File: src/hdl/mac_status_pkg.sv
// Package for the MAC event status and descriptor status block.
// Assumes a single 100 MHz pclk domain and an APB register bus.
package mac_status_pkg;
  // Register byte addresses
  localparam logic [7:0] OFF_EVENT_STATUS = 8'h00;
  localparam logic [7:0] OFF_AREA_TX_START = 8'h04;
  localparam logic [7:0] OFF_AREA_RX_START = 8'h08;
  localparam logic [7:0] OFF_AREA_RX_END = 8'h0c;
  localparam logic [7:0] OFF_BUF_SIZE = 8'h10;
  localparam logic [7:0] OFF_MAX_FRAME = 8'h14;
  localparam logic [7:0] OFF_CONFIG_TWO = 8'h18;
  localparam logic [7:0] OFF_CONFIG_THREE = 8'h1c;
  localparam logic [7:0] OFF_TX_STATUS = 8'h20;
  localparam logic [7:0] OFF_AUTO_FCS = 8'h24;
  // Event status bit positions
  localparam int EV_TX_DONE = 0;
  localparam int EV_TX_CTRL = 1;
  localparam int EV_RX_OVERRUN = 2;
  localparam int EV_RX_DONE = 3;
  localparam int EV_RX_PAUSE = 4;
  localparam int EV_RX_PACKET = 5;
  localparam int EV_MGMT_DONE = 6;
  localparam int EV_TX_FAULT = 7;
  // Transmit descriptor status bit positions
  localparam int TS_OWNER = 15;
  localparam int TS_DROPPED = 14;
  localparam int TS_BACKPRESSURE = 13;
  localparam int TS_OVERSIZE = 12;
  localparam int TS_LEN_RANGE = 11;
  localparam int TS_LEN_MISMATCH = 10;
  localparam int TS_BAD_FCS = 9;
  localparam int TS_DEFERRED = 8;
  localparam int TS_EXCESS_DEFER = 7;
  localparam int TS_FIFO_STARVED = 6;
  localparam int TS_LATE_COLL = 5;
  localparam int TS_COLL_LIMIT = 4;
  // Buffer size field position
  localparam int BUF_SIZE_LSB = 6;
  // Reset values
  localparam logic [23:0] RST_POINTER = 24'h000000;
  localparam logic [7:0] RST_BUF_SIZE = 8'h00;
  localparam logic [15:0] RST_MAX_FRAME = 16'h05ee;
  localparam logic [5:0] RST_LATE_LIMIT = 6'h38;
  localparam logic [3:0] RST_COLL_LIMIT = 4'hf;
  // Length/type limit and descriptor layout
  localparam logic [15:0] LEN_TYPE_MAX = 16'h05ee;
  localparam int DESC_BYTES = 7;
  localparam int FCS_BYTES = 4;
  // Excess deferral limits in media units, and nibble/bit periods
  localparam int DEFER_NIBBLES_100 = 6071;
  localparam int DEFER_BITS_10 = 24287;
  localparam int NIBBLE_NS_100 = 40;
  localparam int BIT_NS_10 = 100;
  localparam int CLK_NS = 10;
  localparam int DEFER_CYC_100 = (DEFER_NIBBLES_100 * NIBBLE_NS_100) / CLK_NS;
  localparam int DEFER_CYC_10 = (DEFER_BITS_10 * BIT_NS_10) / CLK_NS;
  // Transmit status machine states
  typedef enum logic [1:0] {TX_IDLE, TX_DEFER, TX_SEND} tx_state_type;
endpackage

File: src/hdl/mac_status_top.sv
// MAC event status, shared-memory layout registers and transmit status.
// Assumes APB master on pclk; MAC engine event pulses on pclk; PHY
// management done, collision and carrier arrive asynchronously.
//
// Notes on behaviour
// - Transmit engine fault sets event bit seven
// - Management transfer completion sets event bit six
// - Overrun sets bit two; drop packets until cleared
// - Control frame sent sets event bit one
// - Packet sent sets event bit zero
// - Packet received sets event bit five
// - Pause packet received sets event bit four
// - Reception complete sets event bit three
// - Three pointers split shared memory areas
// - Buffer size 32..256 from bits seven, six
// - Descriptor precedes each packet in memory
// - Next pointer is 24-bit descriptor address
// - Byte count includes FCS, excludes descriptor
// - Status bit fifteen marks MAC ownership
// - Bit fourteen dropped, bit thirteen backpressure
// - Bit twelve when count exceeds maximum
// - Bit eleven when length field exceeds 1518
// - Bit ten when length disagrees with data
// - Bit nine on bad FCS without append
// - Bit eight deferred, seven excess deferral
// - Bit six on FIFO underrun
// - Late collision beyond limit sets bit five
// - Count collisions; over limit aborts, bit four
//
// The APB slave port and the address map were left to the implementer.
`timescale 1ns/1ps
`default_nettype none
module mac_status_top
  import mac_status_pkg::*;
#(
  parameter int DEFER_100 = DEFER_CYC_100,
  parameter int DEFER_10 = DEFER_CYC_10
) (
  input wire logic pclk,
  input wire logic presetn,
  input wire logic psel,
  input wire logic penable,
  input wire logic pwrite,
  input wire logic [7:0] paddr,
  input wire logic [31:0] pwdata,
  output logic [31:0] prdata,
  output logic pready,
  output logic pslverr,
  input wire logic tx_fault_pulse,
  input wire logic mgmt_done_pin,
  input wire logic tx_ctrl_sent_pulse,
  input wire logic rx_ctrl_done_pulse,
  input wire logic rx_pause_pulse,
  input wire logic rx_packet_pulse,
  input wire logic rx_fifo_full_pulse,
  input wire logic tx_start_pulse,
  input wire logic [15:0] tx_byte_count,
  input wire logic [15:0] tx_len_type,
  input wire logic [15:0] tx_data_bytes,
  input wire logic tx_fcs_ok,
  input wire logic tx_byte_pulse,
  input wire logic tx_underrun_pulse,
  input wire logic tx_backpressure_pulse,
  input wire logic speed_100,
  input wire logic carrier_pin,
  input wire logic collision_pin,
  input wire logic tx_end_pulse,
  output logic irq_q,
  output logic rx_discard_q,
  output logic tx_retry_q,
  output logic tx_done_q,
  output logic [15:0] tx_status_q,
  output logic [1:0] buf_size_sel_q,
  output logic [8:0] buf_bytes_q,
  output logic [23:0] tx_area_start_pointer,
  output logic [23:0] rx_area_start_pointer,
  output logic [23:0] rx_area_end_pointer
);
  ////////////////////////////////////////////////////////////////////////////
  // Pin synchronisers
  logic [2:0] pins_s;
  logic mgmt_s_q;
  pin_sync #(.WIDTH(3)) u_sync (
    .pclk(pclk),
    .presetn(presetn),
    .async_in({mgmt_done_pin, carrier_pin, collision_pin}),
    .sync_out(pins_s)
  );
  wire mgmt_s = pins_s[2];
  wire carrier_s = pins_s[1];
  wire coll_s = pins_s[0];
  wire mgmt_rise = mgmt_s & ~mgmt_s_q;

  ////////////////////////////////////////////////////////////////////////////
  // Registers
  logic [7:0] buf_size_q;
  logic [15:0] max_frame_q;
  logic [5:0] late_limit_q;
  logic [3:0] coll_limit_q;
  logic auto_fcs_append;
  logic [7:0] ev_flags;
  logic ev_any;
  logic [7:0] ev_set;
  logic [7:0] ev_clear;

  wire wr_en = psel & penable & pwrite;
  wire rd_en = psel & penable & ~pwrite;
  wire hit_ev = paddr == OFF_EVENT_STATUS;
  wire hit_txs = paddr == OFF_AREA_TX_START;
  wire hit_rxs = paddr == OFF_AREA_RX_START;
  wire hit_rxe = paddr == OFF_AREA_RX_END;
  wire hit_bsz = paddr == OFF_BUF_SIZE;
  wire hit_max = paddr == OFF_MAX_FRAME;
  wire hit_c2 = paddr == OFF_CONFIG_TWO;
  wire hit_c3 = paddr == OFF_CONFIG_THREE;
  wire hit_ts = paddr == OFF_TX_STATUS;
  wire hit_fcs = paddr == OFF_AUTO_FCS;
  wire hit_any = hit_ev | hit_txs | hit_rxs | hit_rxe | hit_bsz | hit_max | hit_c2
               | hit_c3 | hit_ts | hit_fcs;

  // Read data selection
  wire [31:0] rd_mux =
      hit_ev ? {24'h000000, ev_flags} :
      hit_txs ? {8'h00, tx_area_start_pointer} :
      hit_rxs ? {8'h00, rx_area_start_pointer} :
      hit_rxe ? {8'h00, rx_area_end_pointer} :
      hit_bsz ? {24'h000000, buf_size_q} :
      hit_max ? {16'h0000, max_frame_q} :
      hit_c2 ? {26'h0000000, late_limit_q} :
      hit_c3 ? {28'h0000000, coll_limit_q} :
      hit_ts ? {16'h0000, tx_status_q} :
      hit_fcs ? {31'h00000000, auto_fcs_append} : 32'h00000000;

  // Write one to clear event bits
  assign ev_clear = (wr_en & hit_ev) ? pwdata[7:0] : 8'h00;

  wire [1:0] bsel = buf_size_q[BUF_SIZE_LSB+1:BUF_SIZE_LSB];
  wire [8:0] bbytes = 9'h020 << bsel;

  // Configuration register writes; APB answers with no wait state
  always_ff @(posedge pclk or negedge presetn) begin
    if (!presetn) begin
      tx_area_start_pointer <= RST_POINTER;
      rx_area_start_pointer <= RST_POINTER;
      rx_area_end_pointer <= RST_POINTER;
      buf_size_q <= RST_BUF_SIZE;
      max_frame_q <= RST_MAX_FRAME;
      late_limit_q <= RST_LATE_LIMIT;
      coll_limit_q <= RST_COLL_LIMIT;
      auto_fcs_append <= 1'b1;
    end else if (wr_en) begin
      if (hit_txs) tx_area_start_pointer <= pwdata[23:0];
      if (hit_rxs) rx_area_start_pointer <= pwdata[23:0];
      if (hit_rxe) rx_area_end_pointer <= pwdata[23:0];
      if (hit_bsz) buf_size_q <= pwdata[7:0];
      if (hit_max) max_frame_q <= pwdata[15:0];
      if (hit_c2) late_limit_q <= pwdata[5:0];
      if (hit_c3) coll_limit_q <= pwdata[3:0];
      if (hit_fcs) auto_fcs_append <= pwdata[0];
    end
  end

  // Bus answer and registered outputs
  always_ff @(posedge pclk or negedge presetn) begin
    if (!presetn) begin
      prdata <= 32'h00000000;
      pready <= 1'b0;
      pslverr <= 1'b0;
      mgmt_s_q <= 1'b0;
      buf_size_sel_q <= 2'h0;
      buf_bytes_q <= 9'h000;
      irq_q <= 1'b0;
    end else begin
      pready <= psel & ~penable;
      pslverr <= psel & ~penable & ~hit_any;
      prdata <= (psel & ~penable & ~pwrite) ? rd_mux : prdata;
      mgmt_s_q <= mgmt_s;
      buf_size_sel_q <= bsel;
      buf_bytes_q <= bbytes;
      irq_q <= ev_any;
    end
  end

  ////////////////////////////////////////////////////////////////////////////
  // Event status flags
  // Event set sources
  assign ev_set[EV_TX_FAULT] = tx_fault_pulse;
  assign ev_set[EV_MGMT_DONE] = mgmt_rise;
  assign ev_set[EV_RX_OVERRUN] = rx_fifo_full_pulse;
  assign ev_set[EV_TX_CTRL] = tx_ctrl_sent_pulse;
  assign ev_set[EV_TX_DONE] = tx_done_q;
  assign ev_set[EV_RX_PACKET] = rx_packet_pulse;
  assign ev_set[EV_RX_PAUSE] = rx_pause_pulse;
  assign ev_set[EV_RX_DONE] = rx_ctrl_done_pulse;

  event_flags #(.WIDTH(8)) u_flags (
    .pclk(pclk),
    .presetn(presetn),
    .set_pulse(ev_set),
    .clear_mask(ev_clear),
    .flags_q(ev_flags),
    .any_q(ev_any)
  );

  always_ff @(posedge pclk or negedge presetn) begin
    if (!presetn) rx_discard_q <= 1'b0;
    else rx_discard_q <= ev_flags[EV_RX_OVERRUN] | rx_fifo_full_pulse;
  end

  ////////////////////////////////////////////////////////////////////////////
  // Transmit descriptor status
  tx_state_type state_q;
  logic [31:0] defer_cnt_q;
  logic [15:0] sent_q;
  logic coll_s_q;
  wire coll_rise = coll_s & ~coll_s_q;
  wire [31:0] defer_lim = speed_100 ? 32'(DEFER_100) : 32'(DEFER_10);
  wire late_coll = sent_q > {10'h000, late_limit_q};
  wire [3:0] coll_next = tx_status_q[3:0] + 4'h1;
  // Count one wider so a limit of fifteen can still be exceeded
  wire [4:0] coll_wide = {1'b0, tx_status_q[3:0]} + 5'h01;
  wire coll_over = coll_wide > {1'b0, coll_limit_q};

  // Send/defer sequencing and status capture
  always_ff @(posedge pclk or negedge presetn) begin
    if (!presetn) begin
      state_q <= TX_IDLE;
      tx_status_q <= 16'h0000;
      defer_cnt_q <= 32'h00000000;
      sent_q <= 16'h0000;
      coll_s_q <= 1'b0;
      tx_retry_q <= 1'b0;
      tx_done_q <= 1'b0;
    end else begin
      coll_s_q <= coll_s;
      tx_retry_q <= 1'b0;
      tx_done_q <= 1'b0;
      unique case (state_q)
        TX_IDLE: begin
          if (tx_start_pulse) begin
            tx_status_q <= 16'h0000;
            tx_status_q[TS_OWNER] <= 1'b1;
            tx_status_q[TS_OVERSIZE] <= tx_byte_count > max_frame_q;
            tx_status_q[TS_LEN_RANGE] <= tx_len_type > LEN_TYPE_MAX;
            // Length mismatch, only for a length field
            tx_status_q[TS_LEN_MISMATCH] <= (tx_len_type <= LEN_TYPE_MAX) &&
                                            (tx_len_type != tx_data_bytes);
            tx_status_q[TS_BAD_FCS] <= ~auto_fcs_append & ~tx_fcs_ok;
            defer_cnt_q <= 32'h00000000;
            sent_q <= 16'h0000;
            state_q <= carrier_s ? TX_DEFER : TX_SEND;
          end
        end
        TX_DEFER: begin
          tx_status_q[TS_DEFERRED] <= 1'b1;
          defer_cnt_q <= defer_cnt_q + 32'h00000001;
          if (defer_cnt_q >= defer_lim) tx_status_q[TS_EXCESS_DEFER] <= 1'b1;
          if (!carrier_s) state_q <= TX_SEND;
        end
        TX_SEND: begin
          if (tx_byte_pulse) sent_q <= sent_q + 16'h0001;
          if (tx_backpressure_pulse) tx_status_q[TS_BACKPRESSURE] <= 1'b1;
          if (coll_rise) begin
            tx_status_q[3:0] <= coll_next;
            if (late_coll) begin
              tx_status_q[TS_LATE_COLL] <= 1'b1;
              tx_status_q[TS_DROPPED] <= 1'b1;
              tx_status_q[TS_OWNER] <= 1'b0;
              tx_done_q <= 1'b1;
              state_q <= TX_IDLE;
            end else if (coll_over) begin
              tx_status_q[TS_COLL_LIMIT] <= 1'b1;
              tx_status_q[TS_DROPPED] <= 1'b1;
              tx_status_q[TS_OWNER] <= 1'b0;
              tx_done_q <= 1'b1;
              state_q <= TX_IDLE;
            end else begin
              tx_retry_q <= 1'b1;
              sent_q <= 16'h0000;
            end
          end else if (tx_underrun_pulse) begin
            // Underrun: drop if late, else retry
            tx_status_q[TS_FIFO_STARVED] <= 1'b1;
            if (late_coll) begin
              tx_status_q[TS_DROPPED] <= 1'b1;
              tx_status_q[TS_OWNER] <= 1'b0;
              tx_done_q <= 1'b1;
              state_q <= TX_IDLE;
            end else begin
              tx_retry_q <= 1'b1;
              sent_q <= 16'h0000;
            end
          end else if (tx_end_pulse) begin
            tx_status_q[TS_OWNER] <= 1'b0;
            tx_done_q <= 1'b1;
            state_q <= TX_IDLE;
          end
        end
      endcase
    end
  end

  ////////////////////////////////////////////////////////////////////////////
  // Checks
  // Overrun keeps discard until cleared
  ovr_hold_a: assert property (@(posedge pclk) disable iff (!presetn)
    ev_flags[EV_RX_OVERRUN] |=> rx_discard_q)
    else $error("discard not held during overrun");
  txdone_flag_a: assert property (@(posedge pclk) disable iff (!presetn)
    tx_done_q |=> ev_flags[EV_TX_DONE])
    else $error("tx done flag not set");
  mgmt_flag_a: assert property (@(posedge pclk) disable iff (!presetn)
    mgmt_rise |=> ev_flags[EV_MGMT_DONE])
    else $error("management flag not set");
  irq_track_a: assert property (@(posedge pclk) disable iff (!presetn)
    (ev_flags != 8'h00) |-> ##[1:2] irq_q)
    else $error("interrupt missing");
  owner_rel_a: assert property (@(posedge pclk) disable iff (!presetn)
    tx_done_q |-> !tx_status_q[TS_OWNER])
    else $error("owner still set at done");
  coll_abort_a: assert property (@(posedge pclk) disable iff (!presetn)
    (state_q == TX_SEND && coll_rise && !late_coll && coll_over)
    |=> tx_status_q[TS_COLL_LIMIT] && tx_status_q[TS_DROPPED] && state_q == TX_IDLE)
    else $error("collision limit abort wrong");
  early_retry_a: assert property (@(posedge pclk) disable iff (!presetn)
    (state_q == TX_SEND && coll_rise && !late_coll && !coll_over) |=> tx_retry_q)
    else $error("early collision not retried");
  pause_flag_a: assert property (@(posedge pclk) disable iff (!presetn)
    rx_pause_pulse |=> ev_flags[EV_RX_PAUSE])
    else $error("pause flag not set");
endmodule
`default_nettype wire

File: src/hdl/pin_sync.sv
// Two-flop synchroniser for a group of asynchronous level inputs.
// Assumes the inputs are levels from outside the pclk domain.
`timescale 1ns/1ps
`default_nettype none
module pin_sync #(
  parameter int WIDTH = 1
) (
  input wire logic pclk,
  input wire logic presetn,
  input wire logic [WIDTH-1:0] async_in,
  output logic [WIDTH-1:0] sync_out
);
  logic [WIDTH-1:0] meta_q;

  // First flop feeds only the second
  always_ff @(posedge pclk or negedge presetn) begin
    if (!presetn) begin
      meta_q <= '0;
      sync_out <= '0;
    end else begin
      meta_q <= async_in;
      sync_out <= meta_q;
    end
  end
endmodule
`default_nettype wire

File: src/hdl/event_flags.sv
// Sticky event flags: hardware set wins over a software clear.
// Assumes set and clear pulses come from the pclk domain.
`timescale 1ns/1ps
`default_nettype none
module event_flags #(
  parameter int WIDTH = 8
) (
  input wire logic pclk,
  input wire logic presetn,
  input wire logic [WIDTH-1:0] set_pulse,
  input wire logic [WIDTH-1:0] clear_mask,
  output logic [WIDTH-1:0] flags_q,
  output logic any_q
);
  logic [WIDTH-1:0] flags_d;

  // Per-bit sticky logic
  genvar i;
  generate
    for (i = 0; i < WIDTH; i++) begin : g_bit
      assign flags_d[i] = set_pulse[i] | (flags_q[i] & ~clear_mask[i]);
    end
  endgenerate

  // Flag storage and summary
  always_ff @(posedge pclk or negedge presetn) begin
    if (!presetn) begin
      flags_q <= '0;
      any_q <= 1'b0;
    end else begin
      flags_q <= flags_d;
      any_q <= |flags_d;
    end
  end
endmodule
`default_nettype wire

File: config.mk
export PLATFORM = sky130hd
export DESIGN_NAME = mac_status_top
export DESIGN_NICKNAME = d
export VERILOG_FILES = /design/src/hdl/mac_status_pkg.sv /design/src/hdl/mac_status_top.sv /design/src/hdl/pin_sync.sv /design/src/hdl/event_flags.sv
export SDC_FILE = /design/constraint.sdc
export NUM_CORES = 1
export LEC_CHECK = 0
export BUFFER_PORTS_ARGS = -buffer_cell sky130_fd_sc_hd__buf_2
export CORE_AREA = 4 4 203 205
export CTS_CLUSTER_SIZE = 20
export DETAILED_ROUTE_END_ITERATION = 10
export DIE_AREA = 0 0 207 209
export REMOVE_ABC_BUFFERS = 1
export SYNTH_ARGS = -nofsm -noshare
export SYNTH_HDL_FRONTEND = slang
export SYNTH_SLANG_ARGS = --single-unit
File: constraint.sdc
create_clock -name pclk -period 3.68 [get_ports pclk]
set_input_delay 0.736 -clock pclk [delete_from_list [all_inputs] [get_ports pclk]]
set_output_delay 0.736 -clock pclk [all_outputs]
set_load 0.02 [all_outputs]
==> impl_metrics.toml <==
[cells_and_area]
drive_above_1_share = 0.2541
multi_input_area_um2 = 5605
syn2layout_area_growth_pct = 21.84
n_fill_cell = 4000
final_util = 0.3630
nets = 1525
register_area_um2 = 5675
stdcell_count = 1921

[logic_synthesis]
synth_ff_type = "dfrtp_1"
yosysTopAreaCell = "dfrtp_1"
syn_area_um2 = 11750
yosys_warnings = 0
yosys.area.top_type_share = 0.4471
avgSynthCellArea_um2 = 10.19
seq_area_frac_synth = 0.4829
netlist_top_cells_area = "dfrtp_1 (45%), mux2_1 (6.2%), ha_1 (4.6%), dfstp_2 (3.6%), nand2_1 (3.5%)"
synth-seq-cells = 226
synthCells = 1154
synth_cell_types = 70
synth_edf_count = 0
async_flop_share = 1.000

[setup_path]
critPathBufInv = 0
ff2ff_path_depth = 9
rrSetupSlack_ps = 520
required_ps = 4130
critPathTopFamily = "compound AO/OA/AOI/OAI gates"
r2r-end = "sent_q[8]$_DFFE_PN0P_"
crit_path_start_kind = "register"
worstPathCellList = "ha_1, xor2_1, ha_1, o21a_1, o221ai_1, a31oi_1, o311a_1, o21ai_0, a31oi_1"
crit_type = "reg2reg"
cp_slowest_cell = "o311a_1"
reg2reg_from = "tx_status_q[0]$_DFFE_PN0P_"
critPathCaptureType = "register"
cp_max_fo = 24
cp.arrival_ps = 3610
critPathMaxStageDelay_ps = 780

[floorplan]
die_w_um = 207
core_um2 = 39460
die-area_um2 = 43260
initial_core_util = 0.2979
die_y_um = 209
io_pins = 246
num_rows = 73

[sta]
setup_viol = 0
maxSlewHeadroom = 0.4200
rsz0062_at_grt = "false"
hold_viol_final = 0
clock.fmax_mhz = 316.4
period_needed_ps = 3161
maxSlewViolCount = 0
setup_ws_ps = 519.0
fin_crit_sh = 0.8590
worst_pin_slew_ps = 870.1
fin_skew_ps = 17.62
fin_tns_setup_ps = 0

[routing]
first_iter_violations = 761
vias_per_cell = 5.053
drc = 0
routed_wl_um = 36330
antenna_left = 0
wl_per_cell_um = 18.91
num_vias = 9706
drt_first_pass_iters = 5

[place]
io_buffers = 224
post-dp-hpwl_um = 27180
placedCellCount = 1870
pre_cts_ws_ps = 602.3
gp_congestion = 0.8633

[power]
internal-power_uw = 4611
swShare = 0.3178
p_switching_uw = 2148
powerDensity_nw_per_um2 = 471.9
ir_drop_uv = 315.5
power_frac_seq = 0.412
combinationalPowerShare = 0.197
p_leak_uw = 0.007037
clkPwrFrac = 0.391

[global_route]
grt_pass1_wl_um = 56900
antenna_found_initial = 3
grt_usage = 0.1617
grt_max_degree = 89
grt.overflow.total = 0
grt_pass1_vias = 9664

[cts]
holdBufCountCts = 0
cts-resized-gates = 0
cts_buffers = 26
clk_pin_slew_ps = 60
clkSinkCount = 226
clockRootBuffer = "clkbuf_16"
cts_tree = "yes"
clock_path_buffers = 3
clk_latency_ps = 540
cts_setup_buffers = 0
htreeDepth = 1

[outcome]
outcome = "finished, final reports clean"

[worst_hold_path]
hp-class = "in2async"

[flow_run]
maxCapViolations = 0
[state kept, by name, indices dropped and copies added (netlist names), 2 cells and up]
| signal | count |
|---|---|
| buf_bytes_q | 4 |
| buf_size_q | 8 |
| buf_size_sel_q | 2 |
| coll_limit_q | 4 |
| defer_cnt_q | 32 |
| late_limit_q | 6 |
| max_frame_q | 16 |
| prdata | 24 |
| rx_area_end_pointer | 24 |
| rx_area_start_pointer | 24 |
| sent_q | 16 |
| state_q | 2 |
| tx_area_start_pointer | 24 |
| tx_status_q | 16 |
| u_flags.flags_q | 8 |
| u_sync.meta_q | 3 |
| u_sync.sync_out | 3 |
[stage by stage]
step | instance area, um2 | total power (uW) | hold WS, ps
after floorplan | 11440 | 3548 | 331.2
after global placement | 13430 | 4138 | 331.4
after detailed placement | 13430 | 4160 | 334.7
after CTS | 14310 | 6835 | 217.8
after global routing | 14310 | 7093 | 237.9
final | 14320 | 6759 | 192.7
[cell usage after synthesis (all sizes together), types with 13 or more instances]
| master | instances |
|---|---|
| a21o | 13 |
| a21oi | 61 |
| a22o | 19 |
| a22oi | 23 |
| a31oi | 37 |
| and3 | 16 |
| buf | 33 |
| clkbuf | 36 |
| dfrtp | 210 |
| dfstp | 16 |
| ha | 43 |
| inv | 45 |
| mux2 | 96 |
| nand2 | 112 |
| nand3 | 32 |
| nand4 | 18 |
| nor2 | 71 |
| nor3 | 14 |
| nor4 | 16 |
| o21ai | 99 |
| xor2 | 19 |
[metal layers]
metal,vias up,share of wire,wire length [um],global-route usage
met4,0,0.012,432,0.02759
met5,-,0,0,0
met1,4815,0.46,16630,0.2220
met3,38,0.060,2185,0.03528
li1,4612,-,-,-
met2,241,0.47,17080,0.2679
[placed cells by master (no fill, tap or decap), types with 4 or more instances in the layout]
master and instances:
conb_1 13, a21oi_1 61, dfstp_2 16, o31ai_1 6
nor3_1 12, o22ai_1 7, nand4_1 18, a22oi_1 23
a211oi_1 11, dfrtp_1 210, and2_1 9, nand2_1 110
o21ai_1 50, nor2_1 67, nor2b_1 12, clkbuf_16 27
buf_4 23, o21ai_0 49, a31oi_1 37, xnor2_1 8
clkinv_2 9, or4_1 4, mux2_2 11, nand2b_1 10
xor2_1 19, a22o_1 19, mux2_1 65, a21o_1 13
inv_1 45, mux2i_1 5, and3_1 16, nand3_1 32
o21a_1 4, a221oi_1 4, ha_1 43, buf_2 223
mux2_4 20, or3_1 9, nor4_1 14, o211ai_1 4
[power by group through the flow]
stage | clock (uW) | combinational, uW | sequential, uW
CTS | 2710 | 1330 | 2790
global placement | 0 | 1310 | 2830
finish | 2640 | 1330 | 2780
floorplan | 0 | 669 | 2880
detailed placement | 0 | 1330 | 2830
global route | 2820 | 1470 | 2800
[how the worst max path moves through the flow]
stage | depth (start not counted) | endpoint | start
2_1_floorplan | 5 | tx_area_start_pointer[0]$_DFFE_PN0P_ | paddr[5]
4_1_cts | 9 | sent_q[8]$_DFFE_PN0P_ | tx_status_q[0]$_DFFE_PN0P_
6_report | 9 | sent_q[8]$_DFFE_PN0P_ | tx_status_q[0]$_DFFE_PN0P_
3_3_place_gp | 7 | u_flags.any_q$_DFF_PN0_ | paddr[5]
5_1_grt | 9 | sent_q[13]$_DFFE_PN0P_ | tx_status_q[0]$_DFFE_PN0P_
3_5_place_dp | 7 | u_flags.any_q$_DFF_PN0_ | paddr[5]
[kinds of logic after synthesis]
family,after synthesis,share of synthesized area
fa+ha+maj,43,0.04577
other cells,1,0.0003190
xor+xnor,27,0.02012
mux,101,0.1026
flops,226,0.4829
compound gates,302,0.1581
buf+inv,114,0.04482
simple gates,340,0.1454
[layout make-up]
| type | count | share of cell area |
|---|---|---|
| multi-input cells | 826 | 0.3914 |
| diodes | 3 | 0.0005242 |
| repair buffers | 248 | 0.09243 |
| clock inverters | 17 | 0.01136 |
| inverters | 45 | 0.01179 |
| clock buffers | 31 | 0.05032 |
| well taps | 525 | 0.04587 |
| flip-flops and latches | 226 | 0.3963 |
Note: power is estimated with default switching activity, not from simulation.
